File: src/rtc_pkg.sv
// Purpose: shared constants of the bus configuration and pin interface block
// Assumes: core clock of 40 MHz
// Notes: cycle counts derive from printed times and the clock period
package rtc_pkg;

	// ----------------------------------------------------------------
	// Clock and timing
	// ----------------------------------------------------------------
	localparam int CLK_PERIOD_PS = 25000;
	localparam int TMO_LONG_US = 31;
	localparam int TMO_SHORT_US = 14;
	localparam int TMO_W = 11;
	// Timeouts are least times, so they round up to whole cycles
	localparam logic [TMO_W-1:0] TMO_LONG_CYC =
		TMO_W'((TMO_LONG_US * 1000000 + CLK_PERIOD_PS - 1) / CLK_PERIOD_PS);
	localparam logic [TMO_W-1:0] TMO_SHORT_CYC =
		TMO_W'((TMO_SHORT_US * 1000000 + CLK_PERIOD_PS - 1) / CLK_PERIOD_PS);

	// ----------------------------------------------------------------
	// Widths and reset values
	// ----------------------------------------------------------------
	localparam int SYNC_STAGES = 3;
	localparam int ADDR_W = 16;
	localparam int DATA_W = 16;
	localparam int CHECK_W = 6;
	localparam int CFG_W = 16;
	localparam int RX_LINES = 4;
	localparam logic [ADDR_W-1:0] ADDR_RST = 16'h0000;
	localparam logic [DATA_W-1:0] DATA_RST = 16'h0000;
	localparam logic [CFG_W-1:0] CFG_RST = 16'h0000;
	localparam logic TX_INHIBIT_RST = 1'h1;
	localparam logic REQ_N_RST = 1'h1;
	localparam logic OE_RST = 1'h0;
	// Request holdoff after a release: two cycles of late grant release plus
	// the resynchroniser delay, so a stale grant is never trusted
	localparam logic [2:0] REQ_GAP_CYC = 3'h5;

endpackage

File: src/rtc_sync.sv
// Purpose: three-stage resynchroniser with agreement filter
// Assumes: inputs come from outside the core clock domain
// Notes: output follows only when stages two and three agree
`timescale 1ns/10ps
`default_nettype none
module rtc_sync #(
	parameter int WIDTH = 1
) (
	input wire logic clk_in,
	input wire logic rstn_in,
	input wire logic [WIDTH-1:0] d_in,
	output logic [WIDTH-1:0] q_out
);
	import rtc_pkg::*;

	logic [WIDTH-1:0] s1_r, s2_r, s3_r, q_r;
	logic [WIDTH-1:0] q_nxt;

	// ----------------------------------------------------------------
	// Filter
	// ----------------------------------------------------------------
	// Stage one feeds stage two only, to keep metastability contained
	always_comb begin
		for (int i = 0; i < WIDTH; i++) begin
			q_nxt[i] = (s2_r[i] == s3_r[i]) ? s3_r[i] : q_r[i];
		end
	end

	always_ff @(posedge clk_in or negedge rstn_in) begin
		if (!rstn_in) begin
			s1_r <= '0;
			s2_r <= '0;
			s3_r <= '0;
			q_r <= '0;
		end else begin
			s1_r <= d_in;
			s2_r <= s1_r;
			s3_r <= s2_r;
			q_r <= q_nxt;
		end
	end

	assign q_out = q_r;

	a_sync_agree: assert property (@(posedge clk_in) disable iff (!rstn_in)
		(s2_r == s3_r) |=> (q_r == $past(s3_r)))
		else $error("sync output missed an agreed value");

endmodule
`default_nettype wire

File: src/rtc_top.sv
// Purpose: strap handling, bus line interface and host memory pins of a terminal core
// Assumes: protocol, memory sequencing and error handling sit outside this block
// Notes: pin and strap inputs are resynchronised before use, except the bus level strap, and the grant where it gates the address enable
//
// Behaviour
// - Terminal-to-terminal timeout is 31 us with select low, 14 us high.
// - Loop test is disabled while the resynchronised loop inhibit input is 1.
// - Encoder outputs on both buses are disabled while encoder inhibit is 1.
// - Configuration loads from bus commands only while the load enable is set.
// - Nominal bus receive lines are sampled on both clock edges.
// - Transmit lines rest at the bus level strap value, taken from the strap without a register.
// - Nominal transmit inhibit is registered and resets to 1.
// - Redundant transmit inhibit resets to 1; redundant lines behave like nominal.
// - Address enable resets low and drops at once when grant is withdrawn.
// - Six check bits are resynchronised; address and data outputs reset to zero.
`timescale 1ns/10ps
`default_nettype none
module rtc_top (
	input wire logic clk_in,
	input wire logic rstn_in,
	// Straps and configuration inputs
	input wire logic timeout_sel_in,
	input wire logic dyn_cfg_load_en_in,
	input wire logic bcast_accept_en_in,
	input wire logic loop_test_inhibit_n_in,
	input wire logic encoder_inhibit_n_in,
	input wire logic bus_level_in,
	// Bus lines
	input wire logic nom_rx_pos_in,
	input wire logic nom_rx_neg_in,
	input wire logic red_rx_pos_in,
	input wire logic red_rx_neg_in,
	output logic nom_tx_pos_out,
	output logic nom_tx_neg_out,
	output logic nom_tx_inhibit_out,
	output logic red_tx_pos_out,
	output logic red_tx_neg_out,
	output logic red_tx_inhibit_out,
	// Core side: receive samples, {rising, falling} per line
	output logic [1:0] nom_rx_pos_samp_out,
	output logic [1:0] nom_rx_neg_samp_out,
	output logic [1:0] red_rx_pos_samp_out,
	output logic [1:0] red_rx_neg_samp_out,
	// Core side: transmit requests
	input wire logic nom_tx_en_in,
	input wire logic nom_tx_data_in,
	input wire logic red_tx_en_in,
	input wire logic red_tx_data_in,
	// Core side: timeout, loop test, configuration, commands
	input wire logic rt_wait_start_in,
	input wire logic rt_wait_stop_in,
	output logic rt_timeout_out,
	input wire logic loop_test_req_in,
	output logic loop_test_en_out,
	input wire logic cfg_load_strobe_in,
	input wire logic [rtc_pkg::CFG_W-1:0] cfg_word_in,
	output logic [rtc_pkg::CFG_W-1:0] cfg_reg_out,
	input wire logic cmd_valid_in,
	input wire logic cmd_is_bcast_in,
	output logic cmd_accept_out,
	// Core side: memory access
	input wire logic mem_req_in,
	input wire logic mem_drive_in,
	input wire logic [rtc_pkg::ADDR_W-1:0] mem_addr_in,
	input wire logic [rtc_pkg::DATA_W-1:0] mem_wdata_in,
	output logic mem_granted_out,
	output logic [rtc_pkg::ADDR_W-1:0] mem_addr_rd_out,
	output logic [rtc_pkg::DATA_W-1:0] mem_rdata_out,
	output logic [rtc_pkg::CHECK_W-1:0] mem_rcheck_out,
	// Host memory bus pins
	input wire logic [rtc_pkg::ADDR_W-1:0] host_addr_in,
	output logic [rtc_pkg::ADDR_W-1:0] host_addr_out,
	output logic host_addr_oe_out,
	input wire logic [rtc_pkg::DATA_W-1:0] host_data_in,
	output logic [rtc_pkg::DATA_W-1:0] host_data_out,
	input wire logic [rtc_pkg::CHECK_W-1:0] host_check_in,
	input wire logic bus_grant_n_in,
	output logic bus_request_n_out
);
	import rtc_pkg::*;

	// ----------------------------------------------------------------
	// Resynchronised straps and control inputs
	// ----------------------------------------------------------------
	logic to_sel_s, dyn_s, bcast_s, loop_inh_s, enc_inh_s, grant_s;
	// Grant goes through active high so the pipe's reset value reads as not granted
	rtc_sync #(.WIDTH(6)) u_cfg_sync (
		.clk_in(clk_in),
		.rstn_in(rstn_in),
		.d_in({timeout_sel_in, dyn_cfg_load_en_in, bcast_accept_en_in,
			loop_test_inhibit_n_in, encoder_inhibit_n_in, !bus_grant_n_in}),
		.q_out({to_sel_s, dyn_s, bcast_s, loop_inh_s, enc_inh_s, grant_s})
	);

	// ----------------------------------------------------------------
	// Receive sampling on both edges
	// ----------------------------------------------------------------
	logic [RX_LINES-1:0] rx_pins, rx_fall_r, rx_rise_s, rx_fall_s;

	assign rx_pins = {red_rx_neg_in, red_rx_pos_in, nom_rx_neg_in, nom_rx_pos_in};

	// Falling-edge capture halves the effective sampling period
	always_ff @(negedge clk_in or negedge rstn_in) begin
		if (!rstn_in) begin
			rx_fall_r <= '0;
		end else begin
			rx_fall_r <= rx_pins;
		end
	end
	rtc_sync #(.WIDTH(RX_LINES)) u_rx_rise_sync (
		.clk_in(clk_in),
		.rstn_in(rstn_in),
		.d_in(rx_pins),
		.q_out(rx_rise_s)
	);
	rtc_sync #(.WIDTH(RX_LINES)) u_rx_fall_sync (
		.clk_in(clk_in),
		.rstn_in(rstn_in),
		.d_in(rx_fall_r),
		.q_out(rx_fall_s)
	);

	assign nom_rx_pos_samp_out = {rx_rise_s[0], rx_fall_s[0]};
	assign nom_rx_neg_samp_out = {rx_rise_s[1], rx_fall_s[1]};
	// Redundant lines take the same path as the nominal ones
	assign red_rx_pos_samp_out = {rx_rise_s[2], rx_fall_s[2]};
	assign red_rx_neg_samp_out = {rx_rise_s[3], rx_fall_s[3]};

	// ----------------------------------------------------------------
	// Transmit lines
	// ----------------------------------------------------------------
	// Registers hold the deviation from the idle level; the strap is
	// hard-wired, so folding it in keeps the idle level right even in reset.
	logic nom_pos_r, nom_neg_r, nom_inh_r, red_pos_r, red_neg_r, red_inh_r;
	logic nom_pos_nxt, nom_neg_nxt, nom_inh_nxt, red_pos_nxt, red_neg_nxt, red_inh_nxt;

	always_comb begin
		nom_inh_nxt = enc_inh_s || !nom_tx_en_in;
		red_inh_nxt = enc_inh_s || !red_tx_en_in;
		nom_pos_nxt = !nom_inh_nxt && (nom_tx_data_in ^ bus_level_in);
		nom_neg_nxt = !nom_inh_nxt && (!nom_tx_data_in ^ bus_level_in);
		red_pos_nxt = !red_inh_nxt && (red_tx_data_in ^ bus_level_in);
		red_neg_nxt = !red_inh_nxt && (!red_tx_data_in ^ bus_level_in);
	end

	always_ff @(posedge clk_in or negedge rstn_in) begin
		if (!rstn_in) begin
			nom_inh_r <= TX_INHIBIT_RST;
			red_inh_r <= TX_INHIBIT_RST;
			nom_pos_r <= 1'h0;
			nom_neg_r <= 1'h0;
			red_pos_r <= 1'h0;
			red_neg_r <= 1'h0;
		end else begin
			nom_inh_r <= nom_inh_nxt;
			red_inh_r <= red_inh_nxt;
			nom_pos_r <= nom_pos_nxt;
			nom_neg_r <= nom_neg_nxt;
			red_pos_r <= red_pos_nxt;
			red_neg_r <= red_neg_nxt;
		end
	end

	assign nom_tx_pos_out = nom_pos_r ^ bus_level_in;
	assign nom_tx_neg_out = nom_neg_r ^ bus_level_in;
	assign red_tx_pos_out = red_pos_r ^ bus_level_in;
	assign red_tx_neg_out = red_neg_r ^ bus_level_in;
	assign nom_tx_inhibit_out = nom_inh_r;
	assign red_tx_inhibit_out = red_inh_r;

	a_tx_inhibit_hold: assert property (@(posedge clk_in) disable iff (!rstn_in)
		enc_inh_s |=> (nom_tx_inhibit_out && red_tx_inhibit_out))
		else $error("encoder inhibit did not silence both buses");

	a_tx_idle_level: assert property (@(posedge clk_in) disable iff (!rstn_in)
		nom_tx_inhibit_out |-> (nom_tx_pos_out == bus_level_in
			&& nom_tx_neg_out == bus_level_in))
		else $error("nominal idle lines differ from bus level");

	a_red_tx_pair: assert property (@(posedge clk_in) disable iff (!rstn_in)
		!red_tx_inhibit_out |-> (red_tx_pos_out != red_tx_neg_out))
		else $error("redundant lines not complementary while sending");

	// ----------------------------------------------------------------
	// Terminal-to-terminal response timeout
	// ----------------------------------------------------------------
	logic wait_r, wait_nxt, tmo_r, tmo_nxt;
	logic [TMO_W-1:0] cnt_r, cnt_nxt, tmo_lim;

	assign tmo_lim = to_sel_s ? TMO_SHORT_CYC : TMO_LONG_CYC;
	always_comb begin
		wait_nxt = wait_r;
		cnt_nxt = cnt_r;
		tmo_nxt = 1'h0;
		if (rt_wait_start_in) begin
			wait_nxt = 1'h1;
			cnt_nxt = '0;
		end else if (rt_wait_stop_in) begin
			wait_nxt = 1'h0;
		end else if (wait_r) begin
			if (cnt_r == tmo_lim - TMO_W'(1)) begin
				wait_nxt = 1'h0;
				tmo_nxt = 1'h1;
			end else begin
				cnt_nxt = cnt_r + TMO_W'(1);
			end
		end
	end

	always_ff @(posedge clk_in or negedge rstn_in) begin
		if (!rstn_in) begin
			wait_r <= 1'h0;
			cnt_r <= '0;
			tmo_r <= 1'h0;
		end else begin
			wait_r <= wait_nxt;
			cnt_r <= cnt_nxt;
			tmo_r <= tmo_nxt;
		end
	end

	assign rt_timeout_out = tmo_r;
	a_timeout_length: assert property (@(posedge clk_in) disable iff (!rstn_in)
		tmo_r |-> ($past(cnt_r) == (to_sel_s ? 11'h22f : 11'h4d7)
			|| $changed(to_sel_s)))
		else $error("timeout fired at the wrong count");

	// ----------------------------------------------------------------
	// Loop test, dynamic configuration and broadcast acceptance
	// ----------------------------------------------------------------
	logic loop_r, loop_nxt, acc_r, acc_nxt;
	logic [CFG_W-1:0] cfg_r, cfg_nxt;

	always_comb begin
		loop_nxt = loop_test_req_in && !loop_inh_s;
		cfg_nxt = (cfg_load_strobe_in && dyn_s) ? cfg_word_in : cfg_r;
		acc_nxt = cmd_valid_in && (!cmd_is_bcast_in || bcast_s);
	end

	always_ff @(posedge clk_in or negedge rstn_in) begin
		if (!rstn_in) begin
			loop_r <= 1'h0;
			cfg_r <= CFG_RST;
			acc_r <= 1'h0;
		end else begin
			loop_r <= loop_nxt;
			cfg_r <= cfg_nxt;
			acc_r <= acc_nxt;
		end
	end

	assign loop_test_en_out = loop_r;
	assign cfg_reg_out = cfg_r;
	assign cmd_accept_out = acc_r;

	a_loop_blocked: assert property (@(posedge clk_in) disable iff (!rstn_in)
		loop_inh_s |=> !loop_test_en_out)
		else $error("loop test enabled while inhibited");

	a_cfg_blocked: assert property (@(posedge clk_in) disable iff (!rstn_in)
		!(cfg_load_strobe_in && dyn_s) |=> $stable(cfg_reg_out))
		else $error("configuration changed without enabled load");

	a_cfg_loaded: assert property (@(posedge clk_in) disable iff (!rstn_in)
		(cfg_load_strobe_in && dyn_s) |=> (cfg_reg_out == $past(cfg_word_in)))
		else $error("enabled configuration load was lost");

	a_bcast_drop: assert property (@(posedge clk_in) disable iff (!rstn_in)
		(cmd_valid_in && cmd_is_bcast_in && !bcast_s) |=> !cmd_accept_out)
		else $error("broadcast accepted while disabled");

	// ----------------------------------------------------------------
	// Host memory bus
	// ----------------------------------------------------------------
	// A new request waits out the holdoff after a release; a host that holds
	// the grant beyond two cycles after release makes the next request look granted.
	logic req_n_r, req_n_nxt, oe_r, oe_nxt;
	logic [2:0] gap_r, gap_nxt;
	logic [ADDR_W-1:0] addr_r, addr_nxt;
	logic [DATA_W-1:0] data_r, data_nxt;
	logic granted;

	assign granted = !req_n_r && grant_s;

	always_comb begin
		gap_nxt = (!req_n_r || gap_r == REQ_GAP_CYC) ? (req_n_r ? gap_r : 3'h0) : gap_r + 3'h1;
		req_n_nxt = !(mem_req_in && (!req_n_r || gap_r == REQ_GAP_CYC));
		oe_nxt = mem_req_in && granted;
		addr_nxt = addr_r;
		data_nxt = data_r;
		if (mem_req_in && granted && mem_drive_in) begin
			addr_nxt = mem_addr_in;
			data_nxt = mem_wdata_in;
		end
	end

	always_ff @(posedge clk_in or negedge rstn_in) begin
		if (!rstn_in) begin
			req_n_r <= REQ_N_RST;
			gap_r <= REQ_GAP_CYC;
			oe_r <= OE_RST;
			addr_r <= ADDR_RST;
			data_r <= DATA_RST;
		end else begin
			req_n_r <= req_n_nxt;
			gap_r <= gap_nxt;
			oe_r <= oe_nxt;
			addr_r <= addr_nxt;
			data_r <= data_nxt;
		end
	end

	// Combinational path lets the enable fall the moment grant goes away
	assign host_addr_oe_out = oe_r && !bus_grant_n_in;
	assign bus_request_n_out = req_n_r;
	assign mem_granted_out = granted;
	assign host_addr_out = addr_r;
	assign host_data_out = data_r;

	rtc_sync #(.WIDTH(ADDR_W + DATA_W + CHECK_W)) u_host_sync (
		.clk_in(clk_in),
		.rstn_in(rstn_in),
		.d_in({host_addr_in, host_data_in, host_check_in}),
		.q_out({mem_addr_rd_out, mem_rdata_out, mem_rcheck_out})
	);

	a_oe_grant: assert property (@(posedge clk_in) disable iff (!rstn_in)
		bus_grant_n_in |-> !host_addr_oe_out)
		else $error("address enable high without grant");

	a_oe_needs_req: assert property (@(posedge clk_in) disable iff (!rstn_in)
		host_addr_oe_out |-> ($past(!req_n_r) && $past(mem_req_in)))
		else $error("address enable without a granted request");

endmodule
`default_nettype wire

File: config.mk
export PLATFORM = sky130hd
export DESIGN_NAME = rtc_top
export DESIGN_NICKNAME = d
export VERILOG_FILES = /design/src/rtc_pkg.sv /design/src/rtc_sync.sv /design/src/rtc_top.sv
export SDC_FILE = /design/constraint.sdc
export NUM_CORES = 1
export LEC_CHECK = 0
export BUFFER_PORTS_ARGS = -buffer_cell sky130_fd_sc_hd__buf_2
export CORE_MARGIN = 2
export CORE_UTILIZATION = 35
export DETAILED_ROUTE_END_ITERATION = 10
export GPL_TIMING_DRIVEN = 0
export PLACE_DENSITY = 0.59
export REMOVE_ABC_BUFFERS = 1
export SKIP_CTS_REPAIR_TIMING = 1
export SLEW_MARGIN = 10
export SYNTH_ARGS = -nofsm -noshare
export SYNTH_HDL_FRONTEND = slang
export SYNTH_SLANG_ARGS = --single-unit
File: constraint.sdc
create_clock -name clk_in -period 4.8 [get_ports clk_in]
set_input_delay 0.48 -clock clk_in [delete_from_list [all_inputs] [get_ports clk_in]]
set_output_delay 0.48 -clock clk_in [all_outputs]
set_load 0.01 [all_outputs]
==> impl_metrics.json, run 1 <==
{
  "fin_total_pwr_w": 0.005830,
  "ys_seq_area_frac": 0.8119,
  "ys_warn_count": 0,
  "final_common_cell": "dfrtp_1",
  "cts_sinks": 286,
  "syn-cell-area_um2": 8822,
  "hold_viol_final": 61,
  "final.setup.worst_slack_ns": 1.501,
  "gp_congestion": 0.7402,
  "boundaryPins": 217,
  "ys_seq_elements": 286,
  "crit_path_top_delay_cell": "buf_8",
  "finalNetCount": 838,
  "yosysTopAreaCell": "dfrtp_1",
  "cp-startpoint": "rstn_in",
  "cp-start-kind": "primary input",
  "clock-root-buffer": "clkbuf_16",
  "cap_violations": 0,
  "grt_pass1_vias": 5000,
  "dp_hpwl_mm": 10.51,
  "crit_end": "rx_fall_r[0]",
  "drt-initial-drc-count": 247,
  "critPathCaptureType": "asynchronous set/reset pin",
  "place_ws_ns": 0.8952,
  "final_area_um2": 11450,
  "post_drt_wl_per_cell_um": 14.25,
  "fillers": 2222,
  "synthFlopType": "dfrtp_1",
  "worstPathCellList": "buf_8 -> buf_16",
  "status": "finished with violations",
  "cp_top_family": "buffers and inverters",
  "violations": "hold timing",
  "grt_max_degree": 111,
  "dpl_cell_area_um2": 10360,
  "rows": 58,
  "synth-edff-count": 0,
  "synth_cells": 476,
  "ys_async_sr_fraction": 1.000,
  "synth_area_per_cell_um2": 18.53,
  "fin_worst_skew_ns": 0.02067,
  "worst_pin_slew_ns": 0.7268,
  "r2r_slack_ns": 1.97,
  "mostFrequentLayoutCells": "dfrtp_1 (277), buf_2 (215), maj3_1 (52)",
  "relSlewSlack": 0.5138,
  "grt.overflow.total": 0,
  "r2r_cells": 0,
  "die_w_um": 162.8,
  "port_buffers": 216,
  "min_path_type": "in -> async",
  "start_util": 0.3534,
  "report.final.slew_viol_count": 0,
  "cellPowerDensity_nw_per_um2": 509.4,
  "cts_tree": "done",
  "drtPass1Iterations": 4,
  "grt_pass1_wl_mm": 25.30,
  "drive_gt1_frac": 0.4433,
  "syn_to_final_growth_pct": 29.74,
  "synth_cell_types": 36,
  "path_max_fanout": 110,
  "htreeDepth": 1,
  "route.detailed.drc": 0,
  "ir_drop_uv": 298.1,
  "grtUsageTotal": 0.1170,
  "rr_endpoint": "u_rx_fall_sync.s1_r[0]",
  "drtAntennaViolNets": 0,
  "viasPerCell": 4.322,
  "path_clk_slew_ns": 0.05,
  "coreArea_um2": 24960,
  "whs_ns": -0.02707,
  "synth_top_cell_area_share": 0.7857,
  "clock_path_buffers": 3,
  "dr_total_vias": 4668,
  "rsz0062_at_grt": "false",
  "required_ns": 3.11,
  "worst-path-stages": 2,
  "numCtsBuffers": 31,
  "cp.arrival_ns": 1.61,
  "yosys-top-cells-area": "dfrtp_1 (79%), mux2_2 (6.1%), maj3_1 (5.9%), dfstp_2 (1.5%), xor2_1 (1.2%)",
  "insertion_delay_ns": 0.55,
  "critical_path_class": "in -> async",
  "dieHeight_um": 162.8,
  "drt_wl_total_mm": 15.39,
  "power.leakage_nw": 5.428,
  "die_area_um2": 26490,
  "reg2reg_from": "rx_fall_r[0]",
  "setup_viol": 0,
  "max_stage_delay_ns": 0.54,
  "antenna_found_initial": 2,
  "path_buf_inv": 2
}
cell families after synthesis:
kind of cell	after synthesis	share of synthesized area
xor gates and xnor gates	13	0.01291
adders and majority gates	55	0.06325
muxes	50	0.06410
buffers and inverters	10	0.004254
DFF	286	0.8119
AOI/OAI and AO/OA	11	0.01007
and+or+nand+nor	51	0.03347
Yosys cell counts (2+ instances only):
| cell type | number |
|---|---|
| nand4_1 | 5 |
| nand4b_1 | 2 |
| nand2_1 | 10 |
| or3_1 | 2 |
| dfrtn_1 | 4 |
| dfstp_2 | 5 |
| and2_1 | 2 |
| nor2_1 | 9 |
| xor2_1 | 12 |
| ha_1 | 3 |
| dfrtp_1 | 277 |
| nor2b_1 | 7 |
| nand2b_1 | 4 |
| and3_1 | 3 |
| buf_1 | 3 |
| mux2_2 | 48 |
| o21ai_0 | 3 |
| inv_1 | 4 |
| clkbuf_1 | 3 |
| a21oi_1 | 3 |
| maj3_1 | 52 |
state kept, by name, indices dropped and copies added (netlist names), 11 cells and up:
name,cells
u_host_sync.q_out,38
cfg_reg_out,16
host_data_out,16
host_addr_out,16
u_host_sync.s2_r,38
u_host_sync.s1_r,38
cnt_r,11
u_host_sync.s3_r,38
how the worst min path moves through the flow:
stage,startpoint,to,slack (ns),depth (start not counted)
2_1_floorplan,rstn_in,cfg_reg_out[0],0.18,0
3_3_place_gp,u_rx_fall_sync.s1_r[3],u_rx_fall_sync.s2_r[3],0.33,0
3_5_place_dp,u_host_sync.s1_r[9],u_host_sync.s2_r[9],0.33,0
4_1_cts,rstn_in,u_host_sync.s2_r[6],-0.03,1
5_1_grt,host_addr_in[7],u_host_sync.s1_r[29],0.002,1
6_report,rstn_in,u_host_sync.s3_r[6],-0.03,1
final cells by class:
type,count,area [um2],share of cell area
Antenna cell,1,2.502,0.0002186
Timing Repair Buffer,221,1176,0.1028
Sequential cell,286,7163,0.6258
Inverter,4,15.01,0.001312
Multi-Input combinational cell,180,1624,0.1419
Clock inverter,15,141.4,0.01235
Clock buffer,43,910.9,0.07958
Tap cell,330,412.9,0.03607
power breakdown:
group | internal, W | switching (W)
clock network | 0.00143 | 0.000921
registers | 0.00269 | 0.000137
logic | 0.000331 | 0.000316
stage by stage:
| step | hold slack (ns) | util | TNS, ns | cells |
|---|---|---|---|---|
| 6_report | -0.02707 | 0.4585 | 0 | 1080 |
| 2_1_floorplan | 0.1844 | - | 0 | 470 |
| 5_1_grt | 0.001504 | 0.4584 | 0 | 1079 |
| 3_3_place_gp | 0.3311 | 0.4123 | -425.90 | 1016 |
| 3_5_place_dp | 0.3347 | 0.4149 | 0 | 1018 |
| 4_1_cts | -0.02570 | 0.4571 | 0 | 1076 |
metal layers:
layer | wire [um] | vias up | track usage
met4 | 311 | 2 | 0.03821
met3 | 1261 | 32 | 0.03565
met2 | 7356 | 172 | 0.1812
met1 | 6452 | 2351 | 0.1584
met5 | 7 | - | 0
li1 | - | 2111 | -
Note: power is estimated with default switching activity, not from simulation.
==> inputs of run 2 (changes only) <==
- ABC_AREA: unset -> 1
- PLACE_DENSITY: 0.59 -> 0.61
- clock period: 4.8 -> 2.9 ns (I/O delays scaled with it)
==> run 2 against run 1 <==
Net effect:
- the flow now finishes without violations
- combinational power grew 84%
- die area grew 1.9%
- final cell count grew 14%
- synthesized cell count grew 13%
- count of clock-buffer cells in the layout grew 6
- final area grew 8.8%
- total power grew 64%
- worst setup slack lost 1.2 ns
- global-route usage shrank 0.14 points
- largest power group unchanged
==> impl_metrics.json, run 2 <==
{
  "status": "finished clean",
  "die_area_um2": 26980,
  "start_util": 0.3570,
  "ys_seq_area_frac": 0.7968,
  "ir_drop_uv": 549.5,
  "port_buffers": 216,
  "required_ns": 2.17,
  "power.leakage_nw": 5.988,
  "grt_pass1_vias": 5003,
  "drt_wl_total_mm": 16.55,
  "path_max_fanout": 109,
  "reg2reg_from": "bus_request_n_out",
  "drive_gt1_frac": 0.3485,
  "grt.overflow.total": 0,
  "synth_cells": 539,
  "setup_viol": 0,
  "ys_async_sr_fraction": 1.000,
  "mostFrequentLayoutCells": "dfrtp_1 (277), buf_2 (215), dlygate4sd3_1 (100)",
  "critPathCaptureType": "asynchronous set/reset pin",
  "grt_pass1_wl_mm": 25.19,
  "finalNetCount": 994,
  "min_path_type": "in -> reg",
  "clock_path_buffers": 3,
  "cellPowerDensity_nw_per_um2": 768.8,
  "ys_warn_count": 0,
  "synth_common_cells": "dfrtp_1 (277), maj3_1 (52), mux2_2 (45), nand2_1 (43), inv_1 (28)",
  "yosysMostFrequentCell": "dfrtp_1",
  "drtPass1Iterations": 4,
  "report.final.slew_viol_count": 0,
  "cap_violations": 0,
  "grt_max_degree": 113,
  "synth-edff-count": 0,
  "hold-path-cell-count": 3,
  "dieHeight_um": 164.3,
  "yosys-top-cells-area": "dfrtp_1 (77%), maj3_1 (5.8%), mux2_2 (5.6%), nand2_1 (1.8%), dfstp_2 (1.5%)",
  "final_common_cell": "dfrtp_1",
  "critical_path_class": "in -> async",
  "synth_area_per_cell_um2": 16.68,
  "antenna_cells_inserted": 0,
  "cts_tree": "done",
  "cp-start-kind": "primary input",
  "synthFlopType": "dfrtp_1",
  "boundaryPins": 217,
  "route.detailed.drc": 0,
  "antenna_found_initial": 0,
  "utilization": 0.4945,
  "r2r_cells": 4,
  "clock-root-buffer": "clkbuf_16",
  "hold_end": "loop_test_en_out",
  "hold_path.startpoint": "loop_test_req_in",
  "synth_cell_types": 26,
  "dp.cells": 1078,
  "cp.arrival_ns": 1.84,
  "drtAntennaViolNets": 0,
  "drt-initial-drc-count": 343,
  "dr_total_vias": 5221,
  "yosysTopAreaCell": "dfrtp_1",
  "rows": 58,
  "dp_hpwl_mm": 10.29,
  "relSlewSlack": 0.4833,
  "numCtsBuffers": 30,
  "rr_endpoint": "host_data_out[5]",
  "rsz0062_at_grt": "false",
  "insertion_delay_ns": 0.54,
  "r2r_slack_ns": 0.99,
  "post_drt_wl_per_cell_um": 13.41,
  "cts_sinks": 286,
  "die_w_um": 164.3,
  "worst_pin_slew_ns": 0.7723,
  "syn-cell-area_um2": 8990,
  "hold_viol_final": 0,
  "fin_worst_skew_ns": 0.009504,
  "syn_to_final_growth_pct": 38.52,
  "grtUsageTotal": 0.1156,
  "viasPerCell": 4.231,
  "coreArea_um2": 25180,
  "synth_top_cell_area_share": 0.7711,
  "tns_ns": 0,
  "htreeDepth": 1,
  "finalNonFillerCells": 1234,
  "path_clk_slew_ns": 0.06,
  "ys_seq_elements": 286,
  "gp_congestion": 0.7989
}
## run 2: cell types whose count changed after synthesis, sizes merged, moves of 6 or more
| cell | previous run | this run |
|---|---|---|
| buf | 3 | 9 |
| nor2b | 8 | 0 |
| nand2 | 10 | 45 |
| nor2 | 9 | 18 |
| inv | 4 | 28 |
| nand3 | 1 | 21 |
## run 2: power breakdown
group          internal (W)  switching (W)  leakage, nW
logic              0.000618       0.000574         2.11
clock network       0.00221        0.00148        0.470
registers           0.00447       0.000225         3.41
total               0.00729        0.00228         5.99
## run 2: worst max path at each step
stage	to	cells after the start	start
final	rx_fall_r[2]	3	rstn_in
after global routing	rx_fall_r[2]	3	rstn_in
after CTS	rx_fall_r[2]	2	rstn_in
after detailed placement	rx_fall_r[3]	2	rstn_in
after global placement	rx_fall_r[2]	1	rstn_in
after floorplan	rx_fall_r[0]	0	nom_rx_pos_in
## run 2: metal layers
metal / track usage / wire (um) / up-vias / share of wire
met1: 0.1568 / 7267 / 2524 / 0.44
met4: 0.03987 / 430 / 0 / 0.026
met2: 0.1742 / 7466 / 191 / 0.45
met5: 0 / 0 / - / 0
met3: 0.03914 / 1386 / 39 / 0.084
li1: - / - / 2467 / -
## run 2: cells by family (layout without fill, tap and decap cells)
group	after synthesis	after routing	synth area share
AND/OR/NAND/NOR	96	96	0.04732
XOR/XNOR	10	10	0.009743
AO/OA/AOI/OAI	6	6	0.003759
adder cells (fa/ha/maj)	55	55	0.06207
buffers and inverters	38	403	0.02018
flip-flops	286	286	0.7968
multiplexers	48	48	0.06013
## run 2: through the flow
step / hold slack (ns) / cell area [um2] / power (W) / worst slack (ns)
2_1_floorplan: -0.005591 / 8917 / 0.005252 / 1.016
3_3_place_gp: 0.3315 / 10410 / 0.005804 / -4.910
3_5_place_dp: 0.2874 / 10480 / 0.005852 / 0.3080
4_1_cts: -0.2988 / 11450 / 0.009614 / 0.8799
5_1_grt: 0.005303 / 12450 / 0.01008 / 0.1273
6_report: 0.005149 / 12450 / 0.009574 / 0.3307
## run 2: final cells by class
| type | count | area [um2] |
|---|---|---|
| sequential | 286 | 7163 |
| multi-input combinational | 215 | 1645 |
| fill | 2139 | 12730 |
| inverter | 29 | 108.9 |
| clock buffer | 49 | 903.4 |
| clock inverter | 7 | 72.57 |
| timing repair buffer | 318 | 2147 |
| tap | 330 | 412.9 |
## run 2: worst max-delay path: stages
cell           delay, ns
dlygate4sd3_1       0.56
buf_8               0.43
buf_16              0.43
